File: src/hw/aof_pkg.sv
// shared constants and types for the sample output formatting block
package aof_pkg;
  localparam int REG_W = 11;
  localparam int ADDR_W = 5;
  localparam int SAMPLE_W = 12;
  localparam int WORD_W = 14;
  localparam int LANE_W = 7;
  localparam int FIFO_DEPTH = 16;
  localparam int PAD_W = WORD_W - SAMPLE_W;
  // register offsets
  localparam logic [4:0] ADDR_TIMING = 5'h04;
  localparam logic [4:0] ADDR_ORDER = 5'h09;
  localparam logic [4:0] ADDR_FMT = 5'h0A;
  localparam logic [4:0] ADDR_ULOW = 5'h0B;
  localparam logic [4:0] ADDR_GAIN = 5'h0C;
  localparam logic [4:0] ADDR_DRIVE = 5'h0E;
  // writable bits of each register, everything else reads zero
  localparam logic [10:0] MASK_TIMING = 11'h700;
  localparam logic [10:0] MASK_ORDER = 11'h400;
  localparam logic [10:0] MASK_FMT = 11'h4E0;
  localparam logic [10:0] MASK_ULOW = 11'h7F0;
  localparam logic [10:0] MASK_GAIN = 11'h71F;
  localparam logic [10:0] MASK_DRIVE = 11'h3FF;
  localparam logic [10:0] REG_RESET = 11'h000;
  // field positions
  localparam int BIT_CLK_DLY = 8;
  localparam int BIT_CAP_EDGE = 9;
  localparam int BIT_DATA_SHIFT = 10;
  localparam int BIT_BYTEWISE = 10;
  localparam int BIT_FORMAT = 10;
  localparam int PAT_LSB = 5;
  localparam int ULOW_LSB = 4;
  localparam int UHIGH_LSB = 0;
  localparam int GAIN_LSB = 8;
  localparam int DBL_DATA = 0;
  localparam int DBL_CLK = 1;
  localparam int CUR_LSB = 2;
  localparam int CTERM_LSB = 4;
  localparam int DTERM_LSB = 7;
  localparam logic [2:0] GAIN_UNUSED = 3'h7;
  // pattern words
  localparam logic [13:0] WORD_ONES = 14'h3FFF;
  localparam logic [13:0] WORD_ZERO = 14'h0000;
  localparam logic [13:0] TOGGLE_A = 14'h2AAA;
  localparam logic [13:0] TOGGLE_B = 14'h1555;
  // output clock delay, quantised to whole system clock cycles
  localparam int CLK_DELAY_PS = 400;
  localparam int CLK_PERIOD_PS = 10000;
  localparam int CLK_DELAY_CYC = (CLK_DELAY_PS + CLK_PERIOD_PS - 1)
                                 / CLK_PERIOD_PS;
  typedef enum logic [2:0] {
    PAT_NORMAL = 3'b000,
    PAT_ZEROS = 3'b001,
    PAT_ONES = 3'b010,
    PAT_TOGGLE = 3'b011,
    PAT_RAMP = 3'b100,
    PAT_CUSTOM = 3'b101
  } aof_pat_t;
  typedef struct packed {
    logic [2:0] data_term;
    logic [2:0] clk_term;
    logic [1:0] current;
    logic clk_double;
    logic data_double;
  } aof_drive_t;
endpackage : aof_pkg

File: src/hw/aof_fifo.sv
// parameterised sample fifo with valid/ready on both sides
`timescale 1ns/1ns
module aof_fifo #(
  parameter int WIDTH = 12,
  parameter int DEPTH = 16
) (
  input wire logic i_clk,
  input wire logic i_resetn,
  input wire logic i_in_valid,
  output logic o_in_ready,
  input wire logic [WIDTH-1:0] i_in_data,
  output logic o_out_valid,
  input wire logic i_out_ready,
  output logic [WIDTH-1:0] o_out_data
);
  localparam int AW = $clog2(DEPTH);
  logic [WIDTH-1:0] mem [DEPTH];
  logic [AW:0] wr_q;
  logic [AW:0] rd_q;
  logic full;
  logic empty;
  // extra pointer bit tells full from empty
  assign empty = (wr_q == rd_q);
  assign full = (wr_q[AW] != rd_q[AW]) && (wr_q[AW-1:0] == rd_q[AW-1:0]);
  assign o_in_ready = !full;
  assign o_out_valid = !empty;
  assign o_out_data = mem[rd_q[AW-1:0]];
  // storage
  always_ff @(posedge i_clk)
  begin
    if (i_in_valid && !full)
      mem[wr_q[AW-1:0]] <= i_in_data;
  end
  // pointers
  always_ff @(posedge i_clk or negedge i_resetn)
  begin
    if (!i_resetn)
    begin
      wr_q <= '0;
      rd_q <= '0;
    end
    else
    begin
      if (i_in_valid && !full)
        wr_q <= wr_q + 1'b1;
      if (i_out_ready && !empty)
        rd_q <= rd_q + 1'b1;
    end
  end
endmodule : aof_fifo

File: src/hw/aof_pattern.sv
// output word source: converter sample or one of the test patterns
`timescale 1ns/1ns
module aof_pattern (
  input wire logic i_clk,
  input wire logic i_resetn,
  input wire logic i_step,
  input wire aof_pkg::aof_pat_t i_sel,
  input wire logic i_straight,
  input wire logic [aof_pkg::SAMPLE_W-1:0] i_sample,
  input wire logic [aof_pkg::SAMPLE_W-1:0] i_custom,
  output logic [aof_pkg::WORD_W-1:0] o_word
);
  logic [aof_pkg::WORD_W-1:0] ramp_q;
  logic tog_q;
  logic [aof_pkg::SAMPLE_W-1:0] fmt;
  localparam logic [aof_pkg::PAD_W-1:0] PAD = '0;
  // core sample is offset binary; twos complement flips the msb
  assign fmt = i_straight ? i_sample
             : {~i_sample[aof_pkg::SAMPLE_W-1], i_sample[aof_pkg::SAMPLE_W-2:0]};
  // ramp and toggle restart whenever their pattern is not selected
  always_ff @(posedge i_clk or negedge i_resetn)
  begin
    if (!i_resetn)
    begin
      ramp_q <= aof_pkg::WORD_ZERO;
      tog_q <= 1'b0;
    end
    else
    begin
      // each counter only runs under its own code, so the ramp never
      // starts mid-range after a spell of the toggle pattern
      if (i_sel != aof_pkg::PAT_RAMP)
        ramp_q <= aof_pkg::WORD_ZERO;
      else if (i_step)
        ramp_q <= ramp_q + 1'b1;
      if (i_sel != aof_pkg::PAT_TOGGLE)
        tog_q <= 1'b0;
      else if (i_step)
        tog_q <= !tog_q;
    end
  end
  // selector; unused codes give zeros
  always_comb
  begin
    unique case (i_sel)
      aof_pkg::PAT_NORMAL: o_word = {fmt, PAD};
      aof_pkg::PAT_ZEROS: o_word = aof_pkg::WORD_ZERO;
      aof_pkg::PAT_ONES: o_word = aof_pkg::WORD_ONES;
      aof_pkg::PAT_TOGGLE:
        o_word = tog_q ? aof_pkg::TOGGLE_B : aof_pkg::TOGGLE_A;
      aof_pkg::PAT_RAMP: o_word = ramp_q;
      aof_pkg::PAT_CUSTOM: o_word = {i_custom, PAD};
      default: o_word = aof_pkg::WORD_ZERO;
    endcase
  end
endmodule : aof_pattern

File: src/hw/aof_top.sv
// sample output formatter: config registers, fifo, ddr lane driver
//
// Summary of operation
// - timing bit 8 set delays the output clock from its default position
// - timing bit 9 picks capture edge: 0 rising, 1 falling
// - timing bit 10 set shifts data transitions by half a clock
// - ordering bit only acts in ddr mode, not in parallel mode
// - ordering 0: even bits on rising, odd bits on falling clock
// - ordering 1: low seven bits on rising, upper bits on falling
// - format bit: 0 twos complement, 1 straight offset binary
// - pattern code 000 passes converter samples through
// - code 001 gives all zeros, code 010 all ones
// - code 011 alternates between 2AAA and 1555 each sample
// - code 100 ramps up from zero by one each sample
// - code 101 outputs the user pattern; 110 and 111 unused
// - register 0B bits 10..4 hold user pattern low seven bits
// - register 0C bits 4..0 hold user pattern high five bits
// - register 0C bits 10..8 set fine gain 0..6 dB; 111 unused
// - register 0E bits 3..2 set differential drive current
// - register 0E bit 0 doubles data current, bit 1 clock current
// - register 0E bits 9..7 set data termination, 000 none
// - register 0E bits 6..4 set clock termination, same codes
`timescale 1ns/1ns
module aof_top (
  input wire logic i_clk,
  input wire logic i_resetn,
  // register port
  input wire logic i_reg_wr,
  input wire logic i_reg_rd,
  input wire logic [aof_pkg::ADDR_W-1:0] i_reg_addr,
  input wire logic [aof_pkg::REG_W-1:0] i_reg_wdata,
  output logic [aof_pkg::REG_W-1:0] o_reg_rdata,
  // converter core samples
  input wire logic i_adc_valid,
  output logic o_adc_ready,
  input wire logic [aof_pkg::SAMPLE_W-1:0] i_adc_data,
  // sample clock from outside and interface mode pin
  input wire logic i_sample_clk,
  input wire logic i_ddr_mode,
  // output pins
  output logic o_true_output_clock,
  output logic [aof_pkg::LANE_W-1:0] o_lane,
  output logic [aof_pkg::WORD_W-1:0] o_output_word,
  output logic o_underrun,
  // analog controls
  output logic [2:0] o_fine_gain,
  output aof_pkg::aof_drive_t o_drive
);

  // --------------------------------------------------------------
  // configuration registers
  // --------------------------------------------------------------
  logic [aof_pkg::REG_W-1:0] timing_q;
  logic [aof_pkg::REG_W-1:0] order_q;
  logic [aof_pkg::REG_W-1:0] fmt_q;
  logic [aof_pkg::REG_W-1:0] ulow_q;
  logic [aof_pkg::REG_W-1:0] gain_q;
  logic [aof_pkg::REG_W-1:0] drive_q;
  logic [aof_pkg::REG_W-1:0] rdata_d;
  logic [aof_pkg::REG_W-1:0] rdata_q;
  logic [2:0] wr_gain;

  // decide whether an address hits a register
  function automatic logic hit(input logic [4:0] a, input logic [4:0] r);
    hit = (a == r);
  endfunction : hit

  // gain field of the incoming write, tested for the unused code
  assign wr_gain = i_reg_wdata[aof_pkg::GAIN_LSB +: 3];

  // writes keep only assigned bits, so stray ones never reach logic
  always_ff @(posedge i_clk or negedge i_resetn)
  begin
    if (!i_resetn)
    begin
      timing_q <= aof_pkg::REG_RESET;
      order_q <= aof_pkg::REG_RESET;
      fmt_q <= aof_pkg::REG_RESET;
      ulow_q <= aof_pkg::REG_RESET;
      drive_q <= aof_pkg::REG_RESET;
    end
    else if (i_reg_wr)
    begin
      // an offset that matches no register drops the write
      if (hit(i_reg_addr, aof_pkg::ADDR_TIMING))
        timing_q <= i_reg_wdata & aof_pkg::MASK_TIMING;
      if (hit(i_reg_addr, aof_pkg::ADDR_ORDER))
        order_q <= i_reg_wdata & aof_pkg::MASK_ORDER;
      if (hit(i_reg_addr, aof_pkg::ADDR_FMT))
        fmt_q <= i_reg_wdata & aof_pkg::MASK_FMT;
      if (hit(i_reg_addr, aof_pkg::ADDR_ULOW))
        ulow_q <= i_reg_wdata & aof_pkg::MASK_ULOW;
      if (hit(i_reg_addr, aof_pkg::ADDR_DRIVE))
        drive_q <= i_reg_wdata & aof_pkg::MASK_DRIVE;
    end
  end

  // gain register kept apart: the unused gain code is refused
  // while the user pattern half of the same write still lands
  always_ff @(posedge i_clk or negedge i_resetn)
  begin
    if (!i_resetn)
      gain_q <= aof_pkg::REG_RESET;
    else if (i_reg_wr && hit(i_reg_addr, aof_pkg::ADDR_GAIN))
    begin
      if (wr_gain == aof_pkg::GAIN_UNUSED)
        gain_q <= {gain_q[aof_pkg::GAIN_LSB +: 3],
                   i_reg_wdata[aof_pkg::GAIN_LSB-1:0]
                   & aof_pkg::MASK_GAIN[aof_pkg::GAIN_LSB-1:0]};
      else
        gain_q <= i_reg_wdata & aof_pkg::MASK_GAIN;
    end
  end

  // --------------------------------------------------------------
  // read back
  // --------------------------------------------------------------
  // unmapped offsets read zero
  always_comb
  begin
    rdata_d = '0;
    if (hit(i_reg_addr, aof_pkg::ADDR_TIMING))
      rdata_d = timing_q;
    if (hit(i_reg_addr, aof_pkg::ADDR_ORDER))
      rdata_d = order_q;
    if (hit(i_reg_addr, aof_pkg::ADDR_FMT))
      rdata_d = fmt_q;
    if (hit(i_reg_addr, aof_pkg::ADDR_ULOW))
      rdata_d = ulow_q;
    if (hit(i_reg_addr, aof_pkg::ADDR_GAIN))
      rdata_d = gain_q;
    if (hit(i_reg_addr, aof_pkg::ADDR_DRIVE))
      rdata_d = drive_q;
  end

  // read data one cycle after the strobe, held until the next read
  always_ff @(posedge i_clk or negedge i_resetn)
  begin
    if (!i_resetn)
      rdata_q <= '0;
    else if (i_reg_rd)
      rdata_q <= rdata_d;
  end

  assign o_reg_rdata = rdata_q;

  // --------------------------------------------------------------
  // field decode
  // --------------------------------------------------------------
  logic clk_dly_en;
  logic cap_falling;
  logic data_shift;
  logic bytewise;
  logic straight;
  aof_pkg::aof_pat_t pat_sel;
  logic [aof_pkg::SAMPLE_W-1:0] custom;

  assign clk_dly_en = timing_q[aof_pkg::BIT_CLK_DLY];
  assign cap_falling = timing_q[aof_pkg::BIT_CAP_EDGE];
  assign data_shift = timing_q[aof_pkg::BIT_DATA_SHIFT];
  assign bytewise = order_q[aof_pkg::BIT_BYTEWISE];
  assign straight = fmt_q[aof_pkg::BIT_FORMAT];
  // codes 110 and 111 pass the cast; the selector turns them to zeros
  assign pat_sel = aof_pkg::aof_pat_t'(fmt_q[aof_pkg::PAT_LSB +: 3]);
  // high five from 0C above low seven from 0B
  assign custom = {gain_q[aof_pkg::UHIGH_LSB +: 5],
                   ulow_q[aof_pkg::ULOW_LSB +: 7]};

  // analog controls straight from the registers
  assign o_fine_gain = gain_q[aof_pkg::GAIN_LSB +: 3];
  assign o_drive.data_term = drive_q[aof_pkg::DTERM_LSB +: 3];
  assign o_drive.clk_term = drive_q[aof_pkg::CTERM_LSB +: 3];
  assign o_drive.current = drive_q[aof_pkg::CUR_LSB +: 2];
  assign o_drive.clk_double = drive_q[aof_pkg::DBL_CLK];
  assign o_drive.data_double = drive_q[aof_pkg::DBL_DATA];

  // --------------------------------------------------------------
  // pin synchronisers and sample clock edges
  // --------------------------------------------------------------
  logic sclk_m_q;
  logic sclk_s_q;
  logic sclk_d_q;
  logic mode_m_q;
  logic mode_s_q;
  logic rise;
  logic fall;
  logic load;

  // first stage feeds only the second stage
  // the mode pin only gates the lanes, so its sync delay costs nothing
  always_ff @(posedge i_clk or negedge i_resetn)
  begin
    if (!i_resetn)
    begin
      sclk_m_q <= 1'b0;
      sclk_s_q <= 1'b0;
      sclk_d_q <= 1'b0;
      mode_m_q <= 1'b0;
      mode_s_q <= 1'b0;
    end
    else
    begin
      sclk_m_q <= i_sample_clk;
      sclk_s_q <= sclk_m_q;
      sclk_d_q <= sclk_s_q;
      mode_m_q <= i_ddr_mode;
      mode_s_q <= mode_m_q;
    end
  end

  assign rise = sclk_s_q && !sclk_d_q;
  assign fall = !sclk_s_q && sclk_d_q;
  // shifted data changes on the opposite half of the cycle
  assign load = data_shift ? fall : rise;
  // limitation: the link clock must stay well below a quarter of i_clk,
  // or its edges alias and words repeat

  // --------------------------------------------------------------
  // sample buffer and output word
  // --------------------------------------------------------------
  logic fifo_valid;
  logic [aof_pkg::SAMPLE_W-1:0] fifo_data;
  logic [aof_pkg::SAMPLE_W-1:0] sample_q;
  logic [aof_pkg::WORD_W-1:0] word;
  logic [aof_pkg::WORD_W-1:0] word_q;
  logic underrun_q;

  // core is stalled by o_adc_ready once sixteen samples wait
  aof_fifo #(
    .WIDTH(aof_pkg::SAMPLE_W),
    .DEPTH(aof_pkg::FIFO_DEPTH)
  ) u_fifo (
    .i_clk(i_clk),
    .i_resetn(i_resetn),
    .i_in_valid(i_adc_valid),
    .o_in_ready(o_adc_ready),
    .i_in_data(i_adc_data),
    .o_out_valid(fifo_valid),
    .i_out_ready(load),
    .o_out_data(fifo_data)
  );

  // one sample per output cycle; an empty buffer repeats the last
  always_ff @(posedge i_clk or negedge i_resetn)
  begin
    if (!i_resetn)
    begin
      sample_q <= '0;
      underrun_q <= 1'b0;
    end
    else if (load)
    begin
      if (fifo_valid)
        sample_q <= fifo_data;
      underrun_q <= !fifo_valid;
    end
  end

  aof_pattern u_pattern (
    .i_clk(i_clk),
    .i_resetn(i_resetn),
    .i_step(load),
    .i_sel(pat_sel),
    .i_straight(straight),
    .i_sample(sample_q),
    .i_custom(custom),
    .o_word(word)
  );

  // output word changes on the load edge only
  always_ff @(posedge i_clk or negedge i_resetn)
  begin
    if (!i_resetn)
      word_q <= '0;
    else if (load)
      word_q <= word;
  end

  // the word lags its sample by one load: sample_q, then the pattern mux
  assign o_output_word = word_q;
  assign o_underrun = underrun_q;

  // --------------------------------------------------------------
  // ddr lanes and output clock
  // --------------------------------------------------------------
  logic [aof_pkg::LANE_W-1:0] lane_q;
  logic oclk_q;
  logic oclk_dly_q;
  logic [aof_pkg::WORD_W-1:0] lane_src;

  // pick the half of the word shown while the clock is high or low
  function automatic logic [6:0] half(input logic [13:0] w,
                                      input logic by_byte,
                                      input logic high);
    half = '0;
    for (int i = 0; i < aof_pkg::LANE_W; i++)
    begin
      if (by_byte)
        half[i] = high ? w[i] : w[i + aof_pkg::LANE_W];
      else
        half[i] = high ? w[2 * i] : w[2 * i + 1];
    end
  endfunction : half

  // lanes take the word being loaded in the same cycle, so no phase
  // ever opens with the previous sample's bits
  assign lane_src = load ? word : word_q;

  // parallel mode leaves the lanes quiet, ordering is ignored
  always_ff @(posedge i_clk or negedge i_resetn)
  begin
    if (!i_resetn)
      lane_q <= '0;
    else if (!mode_s_q)
      lane_q <= '0;
    else
      lane_q <= half(lane_src, bytewise, sclk_s_q);
  end

  // capture on falling edge: clock inverted so data sits centred
  always_ff @(posedge i_clk or negedge i_resetn)
  begin
    if (!i_resetn)
    begin
      oclk_q <= 1'b0;
      oclk_dly_q <= 1'b0;
    end
    else
    begin
      oclk_q <= sclk_s_q ^ cap_falling;
      oclk_dly_q <= oclk_q;
    end
  end

  // delay is one system clock; 400 ps cannot be finer here
  assign o_true_output_clock = (clk_dly_en && aof_pkg::CLK_DELAY_CYC > 0)
                               ? oclk_dly_q : oclk_q;
  assign o_lane = lane_q;

endmodule : aof_top

File: config.mk
export PLATFORM = sky130hd
export DESIGN_NAME = aof_top
export DESIGN_NICKNAME = d
export VERILOG_FILES = /design/src/hw/aof_pkg.sv /design/src/hw/aof_fifo.sv /design/src/hw/aof_pattern.sv /design/src/hw/aof_top.sv
export SDC_FILE = /design/constraint.sdc
export NUM_CORES = 1
export LEC_CHECK = 0
export ABC_CLOCK_PERIOD_IN_PS = 3900
export BUFFER_PORTS_ARGS = -buffer_cell sky130_fd_sc_hd__buf_2
export CORE_ASPECT_RATIO = 0.6
export CORE_UTILIZATION = 39
export CTS_BUF_LIST = sky130_fd_sc_hd__clkbuf_16
export CTS_CLUSTER_SIZE = 28
export DETAILED_ROUTE_END_ITERATION = 8
export HOLD_SLACK_MARGIN = 0.1
export PLACE_DENSITY_LB_ADDON = 0.25
export SLEW_MARGIN = 15
export SYNTH_ARGS = -nofsm -noshare
export SYNTH_HDL_FRONTEND = slang
export SYNTH_SLANG_ARGS = --single-unit
File: constraint.sdc
create_clock -name i_clk -period 3.9 [get_ports i_clk]
set_input_delay 0.585 -clock i_clk [delete_from_list [all_inputs] [get_ports i_clk]]
set_output_delay 0.585 -clock i_clk [all_outputs]
set_load 0.005 [all_outputs]
==> impl_summary.txt, run 1 <==
----------------------------------------------------
[Die]
  Width of the chip ... between 200 and 250 um
  Starting Density ... between 40% and 50%
  # IOs ... slightly above 80
  Total die area ... roughly 33000 um2
  Std cell rows ... 50
  Core area ... approximately 32000 um2
  Die Ht ... 141 um

[Clock tree]
  CTS Buffer Depth ... 3
  Num CTS Buffers ... 27
  Buffers inserted by post-CTS timing repair ... 0
  Clock root buffer ... sky130_fd_sc_hd__clkbuf_16
  Clk Latency, worst-skew pair ... 0.56 ns
  Clock slew at reported path FFs ... 0.07 ns
  Depth of the CTS H-tree ... 1
  Count of instances resized after the clock tree is built ... 0
  Cts-stage hold buffer count ... 0
  TritonCTS clock tree ... yes
  # clock sinks ... slightly above 300

[Drt]
  DRT iter0 DRCs ... 688
  Vias per Instance ... around 5.5
  Remaining antenna violation count ... 0
  Routed wire length ... 30.6 mm
  Drt wl/cell ... between 20 and 25 um
  Vias post-DR ... 7085
  DRT Pass-1 Iters ... 5
  DRC violation count after routing ... 0

[Placed design]
  Detailed placer's ending HPWL ... roughly 21 mm
  Number of buffer cells added on primary ports ... just over 80
  Global placement routability congestion ... between 0.7 and 0.8
  Cell count after placement ... ~1200

[Global routing]
  Antenna violations before repair ... 1
  Pin count of the biggest net entering global routing ... 57
  Via count of the first global-routing pass ... between 6000 and 7000
  Gr ovfl total ... 0
  Highest-utilization routing layer at the global route stage ... met1
  Global-route total usage across every layer ... a little under a fifth
  Met2 demand-to-capacity share in global routing ... between 20% and 30%
  Met1 demand-to-capacity share in global routing ... about a third
  Global-route wire length before repair ... around 46 mm
  M3 GR Usage ... roughly 4%

[Timing]
  Final number of hold-violating endpoints ... 0
  Layout Skew ... 0.0243 ns
  Final cycle utilization of the critical path ... about 74%
  Max_slew headroom ... approximately 39%
  Unrepaired setup endpoints after global routing ... no
  Minimum clock period ... around 2.9 ns
  Slew @ Worst Pin ... a little over 0.9 ns
  Fmax ... about 0.35 GHz
  Slew Limit Fails ... 0
  Setup tns final ... 0 ns
  Final setup fails ... 0

[Critical path]
  CP startpoint kind ... register
  Type of the setup path with the least slack ... register to register
  Required time of the critical path ... approximately 4.3 ns
  Highest fanout seen on the critical path ... 19
  Endpoint type of the worst setup path ... register
  Critical Path AT ... 3.30 ns

[Finish]
  Number of fillers in the final layout ... ~2800
  Most common library cell in the layout ignoring fill and taps ... sky130_fd_sc_hd__edfxtp_1
  Signed area change from the synthesized netlist to the final layout ... 14.2%
  Non-Filler Instances ... ~1300
  Commonest cells after routing, fill and taps aside ... sky130_fd_sc_hd__edfxtp_1 (192), sky130_fd_sc_hd__dfrtp_1 (108), sky130_fd_sc_hd__buf_2 (81)
  Antenna Diode Count ... 0
  Fraction of final layout cells sized beyond drive strength 1 ... around 29%
  Count of nets after finishing ... 890

[Status]
  Run status ... complete, no violations

[Yosys]
  YS warnings ... 0
  Library cell occupying the most area in the post-synthesis netlist ... sky130_fd_sc_hd__edfxtp_1
  Number of register bits inferred by synthesis ... just over 300
  Post-synth ARST share ... a little over a third
  Synthesized instance count ... around 760
  Top_reg_cell synth ... sky130_fd_sc_hd__edfxtp_1
  Library cells used by synthesis ... between 50 and 60
  Post-synth net total ... between 700 and 800
  Syn avg cell area ... between 15 and 20 um2
  Synth Cell Area ... 12600 um2
  Number of flops mapped to enable cells by yosys ... 192
  Area share of the leading cell type in the synthesized netlist ... 45.6%
  Largest cells by area after synthesis ... sky130_fd_sc_hd__edfxtp_1 (46%), sky130_fd_sc_hd__dfrtp_1 (22%), sky130_fd_sc_hd__mux4_2 (6.2%), sky130_fd_sc_hd__mux4_1 (5.2%), sky130_fd_sc_hd__mux2_2 (4.4%)
  Sequential-to-total area share from yosys stat ... 67.4%

[Job]
  Max-Cap Viols ... 0

[Power]
  Total chip power ... between 0.009 and 0.01 W
  Worst vdd ir ... between 0.0003 and 0.0004 V
  Leakage power of the design ... approximately 5.5 nW
  Power Density ... between 600 and 700 nW/um2

[Worst hold path]
  Hold/Removal Path Class ... primary input to asynchronous set/reset pin

----------------------------------------------------
area by class of cell:
cell class,instances,area [um2],share of cell area (%)
Inverter,13,48.8,0.338
Clock buffer,27,676,4.68
Multi-Input combinational cell,400,3850,26.7
Tap cell,416,520,3.61
Timing Repair Buffer,105,611,4.23
Sequential cell,302,8520,59.0
Clock inverter,22,205,1.42
flip-flops by register name, indices dropped and copies added, names as in the netlist, 4 cells and up:
name / flops
u_fifo.mem: 192
o_lane: 7
gain_q: 8
o_reg_rdata: 11
u_fifo.rd_q: 5
u_pattern.ramp_q: 14
u_fifo.wr_q: 5
o_output_word: 14
ulow_q: 7
fmt_q: 4
sample_q: 12
drive_q: 10
worst max-delay path, cell delays in order (launching register included):
cell and delay [ns]:
sky130_fd_sc_hd__dfrtp_1 0.73, sky130_fd_sc_hd__nor2b_1 0.81, sky130_fd_sc_hd__nor2b_1 0.26, sky130_fd_sc_hd__a21oi_1 0.12
sky130_fd_sc_hd__o21ai_0 0.35, sky130_fd_sc_hd__o21bai_1 0.10, sky130_fd_sc_hd__o21ai_0 0.38
through the flow:
step / area (um2) / hold WS [ns] / setup WS [ns] / util, %
3_5_place_dp: 13600 / 0.353 / 1.12 / 43.0
4_1_cts: 14400 / 0.108 / 1.09 / 45.8
6_report: 14400 / 0.116 / 1.01 / 45.8
2_1_floorplan: 12600 / 0.289 / 1.33 / -
3_3_place_gp: 13600 / 0.359 / 1.07 / 43.0
5_1_grt: 14400 / 0.102 / 0.788 / 45.8
synthesized netlist by cell type, types with 2 or more instances:
library cell	instances
sky130_fd_sc_hd__edfxtp_1	192
sky130_fd_sc_hd__dfrtp_1	110
sky130_fd_sc_hd__mux2_2	49
sky130_fd_sc_hd__a21oi_1	44
sky130_fd_sc_hd__nor2_1	40
sky130_fd_sc_hd__nand2_1	39
sky130_fd_sc_hd__mux4_2	35
sky130_fd_sc_hd__o21ai_0	27
sky130_fd_sc_hd__mux4_1	25
sky130_fd_sc_hd__clkbuf_1	21
sky130_fd_sc_hd__inv_1	13
sky130_fd_sc_hd__xnor2_1	13
sky130_fd_sc_hd__mux2_4	12
sky130_fd_sc_hd__o21bai_1	12
sky130_fd_sc_hd__xor2_1	12
sky130_fd_sc_hd__nand3_1	8
sky130_fd_sc_hd__nand4_1	8
sky130_fd_sc_hd__buf_2	7
sky130_fd_sc_hd__nand2b_1	7
sky130_fd_sc_hd__a22oi_1	6
sky130_fd_sc_hd__ha_1	6
sky130_fd_sc_hd__nor2b_1	6
sky130_fd_sc_hd__nor3_1	6
sky130_fd_sc_hd__and3_1	4
sky130_fd_sc_hd__buf_1	4
sky130_fd_sc_hd__buf_4	4
sky130_fd_sc_hd__buf_8	4
sky130_fd_sc_hd__mux2i_1	4
sky130_fd_sc_hd__or3_1	4
sky130_fd_sc_hd__a222oi_1	3
sky130_fd_sc_hd__o22a_1	3
sky130_fd_sc_hd__and2_1	2
sky130_fd_sc_hd__and4_1	2
sky130_fd_sc_hd__buf_6	2
sky130_fd_sc_hd__nor3b_1	2
sky130_fd_sc_hd__o22ai_1	2
report_power, final:
part / leakage (nW) / internal (W) / switching, W
combinational: 1.90 / 0.00124 / 0.00126
clock: 0.435 / 0.00152 / 0.00117
sequential: 3.13 / 0.00390 / 0.000398
total: 5.47 / 0.00666 / 0.00284
kinds of logic (layout without fill, tap and decap cells):
group                    Yosys count  in the layout  share of synthesized area [%]
XOR/XNOR                          25             25                           1.73
flip-flops                       302            302                           67.4
adder cells (fa/ha/maj)            6              6                          0.594
multiplexers                     125            125                           17.5
AO/OA/AOI/OAI                    111            111                           5.37
AND/OR/NAND/NOR                  133            133                           5.09
buffers and inverters             55            167                           2.30
layer usage:
metal  share of wire (%)  vias to the layer above
met5                   0                        -
met4                 1.2                        0
met3                 6.9                       31
met2                  40                      214
met1                  52                     3729
li1                    -                     3111
final timing paths:
path / from / to / slack, ns / cells after the start
max in group asynchronous: i_resetn / sample_q[8]$_DFFE_PN0P_ / 2.96 / 2
max: fmt_q[7]$_DFFE_PN0P_ / o_lane[1]$_DFF_PN0_ / 1.01 / 6
min: i_resetn / drive_q[2]$_DFFE_PN0P_ / 0.12 / 1
max reg2reg: fmt_q[7]$_DFFE_PN0P_ / o_lane[1]$_DFF_PN0_ / 1.01 / 6
min in group i_clk: i_sample_clk / sclk_m_q$_DFF_PN0_ / 0.13 / 1
min reg2reg: mode_m_q$_DFF_PN0_ / mode_s_q$_DFF_PN0_ / 0.36 / 0
Power figures use the tool's default switching activity.
==> inputs of run 2 (changes only) <==
- ABC_CLOCK_PERIOD_IN_PS: 3900 -> 2300
- clock period: 3.9 -> 2.3 ns (I/O delays scaled with it)
==> run 2 against run 1 <==
Net effect: first-iteration DRC count is 10% lower; core utilization is 1.8 points higher; clock power is 66% higher; non-clock buffer count is 45 higher; via count is 1.4% higher; hold slack better by 0.016 ns; sequential share of layout area is 2.2 points lower; largest power group unchanged; cell area is 3.8% higher; critical path depth is 2 lower.
==> impl_summary.txt, run 2 (synthesis gave the netlist of run 1 again) <==
----------------------------------------------------
[Status]
  Run status ... complete, no violations

[Placed design]
  Global placement routability congestion ... 0.805 (+0.63%)
  Number of buffer cells added on primary ports ... 82 (unchanged)
  Dpl ws ... 0.0971 ns (-1.02 ns)
  Detailed placer's ending HPWL ... 20.2 mm (-2.3%)
  Total cell area at the placement stage ... 14000 um2 (+3.2%)

[Critical path]
  Critical Path AT ... 2.64 ns (-0.66 ns)
  Type of the setup path with the least slack ... register to register
  Required time of the critical path ... 2.73 ns (-1.59 ns)
  Cell with the largest stage delay on the worst path ... sky130_fd_sc_hd__mux4_1
  Worst reg2reg endpoint ... sample_q[7]$_DFFE_PN0P_
  Logic depth of the worst path, buffers included ... 4 (-2)
  Crit path max-delay family ... multiplexers
  Reg2Reg Setup Slack ... 0.1 ns (-0.92 ns)
  Crit path buf inv count ... 1 (+1)
  Reg2Reg Depth ... 4 (-2)
  CP startpoint kind ... register
  Reg2reg start ... u_fifo.rd_q[0]$_DFFE_PN0P_
  Critical Path Max Stage Delay ... 0.62 ns (-0.19 ns)
  Endpoint type of the worst setup path ... register
  Critical path, cell by cell ... buf_12 > mux4_1 > mux4_2 > mux2_4
  Highest fanout seen on the critical path ... 32 (+13)

[Die]
  Core area ... 31500 um2 (unchanged)
  Width of the chip ... 234 um (unchanged)
  Total die area ... 33200 um2 (unchanged)
  Std cell rows ... 50 (unchanged)
  Starting Density ... 40.1% (unchanged)
  Die Ht ... 141 um (unchanged)
  # IOs ... 83 (unchanged)

[Timing]
  Final setup fails ... 0 (unchanged)
  Final cycle utilization of the critical path ... 95.8% (+22 points)
  Max_slew headroom ... 59.8% (+21 points)
  Unrepaired setup endpoints after global routing ... no
  Fmax ... 0.454 GHz (+31%)
  Slew @ Worst Pin ... 0.602 ns (-0.316 ns)
  Layout Skew ... 0.00939 ns (-0.0149 ns)
  Slew Limit Fails ... 0 (unchanged)
  Fin worst setup slack ... 0.0960 ns (-0.918 ns)
  Final number of hold-violating endpoints ... 0 (unchanged)
  Minimum clock period ... 2.20 ns (-0.682 ns)
  Setup tns final ... 0 ns (unchanged)

[Global routing]
  Global-route total usage across every layer ... 18.6% (-0.38 points)
  Antenna violations before repair ... 0 (-1)
  Via count of the first global-routing pass ... 6950 (+1.4%)
  Gr ovfl total ... 0 (unchanged)
  Global-route wire length before repair ... 45.3 mm (-1.4%)
  Pin count of the biggest net entering global routing ... 52 (-8.8%)

[Finish]
  Commonest cells after routing, fill and taps aside ... sky130_fd_sc_hd__edfxtp_1 (192), sky130_fd_sc_hd__dfrtp_1 (107), sky130_fd_sc_hd__buf_2 (81)
  Most common library cell in the layout ignoring fill and taps ... sky130_fd_sc_hd__edfxtp_1
  Number of flip-flops in the largest register ... 192 (unchanged)
  Count of nets after finishing ... 937 (+5.3%)
  Final design instance area without fill ... 15000 um2 (+3.8%)
  Fraction of final layout cells sized beyond drive strength 1 ... 31.6% (+2.6 points)
  Signed area change from the synthesized netlist to the final layout ... 18.6%
  Antenna Diode Count ... 0 (unchanged)

[Drt]
  DRT iter0 DRCs ... 616 (-10%)
  Remaining antenna violation count ... 0 (unchanged)
  Routed wire length ... 29.9 mm (-2.2%)
  DRT Pass-1 Iters ... 5 (unchanged)
  Drt wl/cell ... 22.4 um (-5.8%)
  Vias post-DR ... 7187 (+1.4%)
  Vias per Instance ... 5.39 (-2.3%)
  DRC violation count after routing ... 0 (unchanged)

[Clock tree]
  Clk Latency, worst-skew pair ... 0.55 ns (about the same)
  TritonCTS clock tree ... yes
  Buffers inserted by post-CTS timing repair ... 0 (unchanged)
  # clock sinks ... 302 (unchanged)
  Clock root buffer ... sky130_fd_sc_hd__clkbuf_16
  Depth of the CTS H-tree ... 1 (unchanged)
  Clock slew at reported path FFs ... 0.06 ns (about the same)
  Num CTS Buffers ... 29 (+7.4%)
  CTS Buffer Depth ... 3 (unchanged)

[Worst hold path]
  Hold Path Sink ... gain_q[8]$_DFFE_PN0P_
  Hold/Removal Path Class ... primary input to register
  Hold path depth ... 2
  Startpoint of the worst hold path ... i_reg_wdata[8]

[Power]
  Worst vdd ir ... 0.00104 V (+190%)
  Total chip power ... 0.0164 W (+72%)
  Power Density ... 1090 nW/um2 (+66%)
  Leakage power of the design ... 5.76 nW (+5.4%)

[Job]
  Max-Cap Viols ... 0 (unchanged)

----------------------------------------------------
[run 2: cell count changes in the layout (fill, tap and decap cells not counted), sizes merged]
cell | previous run | this run
inv | 16 | 24
clkinv | 12 | 8
clkbuf | 27 | 30
buf | 105 | 139
dlygate4sd3 | 0 | 11
bufinv | 4 | 1
[run 2: worst max-delay path by stage]
| stage | from | endpoint |
|---|---|---|
| 6_report | u_fifo.rd_q[0]$_DFFE_PN0P_ | sample_q[7]$_DFFE_PN0P_ |
| 5_1_grt | u_fifo.rd_q[0]$_DFFE_PN0P_ | sample_q[5]$_DFFE_PN0P_ |
| 4_1_cts | u_fifo.rd_q[0]$_DFFE_PN0P_ | sample_q[7]$_DFFE_PN0P_ |
| 3_5_place_dp | u_fifo.rd_q[0]$_DFFE_PN0P_ | sample_q[5]$_DFFE_PN0P_ |
| 3_3_place_gp | u_fifo.rd_q[0]$_DFFE_PN0P_ | sample_q[5]$_DFFE_PN0P_ |
| 2_1_floorplan | u_fifo.rd_q[3]$_DFFE_PN0P_ | u_fifo.mem[0][0]$_DFFE_PP_ |
[run 2: cell type report]
| type | count | area [um2] |
|---|---|---|
| fill | 2758 | 16500 |
| sequential | 302 | 8520 |
| multi-input combinational | 400 | 3860 |
| timing repair buffer | 150 | 1150 |
| clock buffer | 30 | 751 |
| tap | 416 | 520 |
| clock inverter | 23 | 135 |
| inverter | 13 | 48.8 |
[run 2: what timing repair did]
action,CTS,global route
hold endpoints to repair,52,0
hold buffers,11,0
setup endpoints to repair,0,4
gates resized for setup,0,4
[run 2: routing by layer]
metal  vias up  part of all wire [%]  track usage, %
li1       3222                     -               -
met1      3741                    53            32.4
met2       202                    40            23.1
met3        22                   6.7            3.86
met4         0                   1.0            2.99
met5         -                     0               0
[run 2: stage by stage]
stage	hold WS, ns	util (%)	std cells
global route	0.128	47.5	1334
finish	0.132	47.5	1334
detailed placement	0.330	44.4	1270
global placement	0.330	44.4	1270
CTS	0.100	47.5	1334
floorplan	0.0494	-	757
[run 2: report_power, final]
| part | internal [W] | total, W | switching [W] | leakage (nW) |
|---|---|---|---|---|
| Sequential | 0.00662 | 0.00709 | 0.000473 | 3.13 |
| Clock | 0.00247 | 0.00449 | 0.00202 | 0.463 |
| Combinational | 0.00241 | 0.00481 | 0.00240 | 2.16 |
| Total | 0.0115 | 0.0164 | 0.00489 | 5.76 |
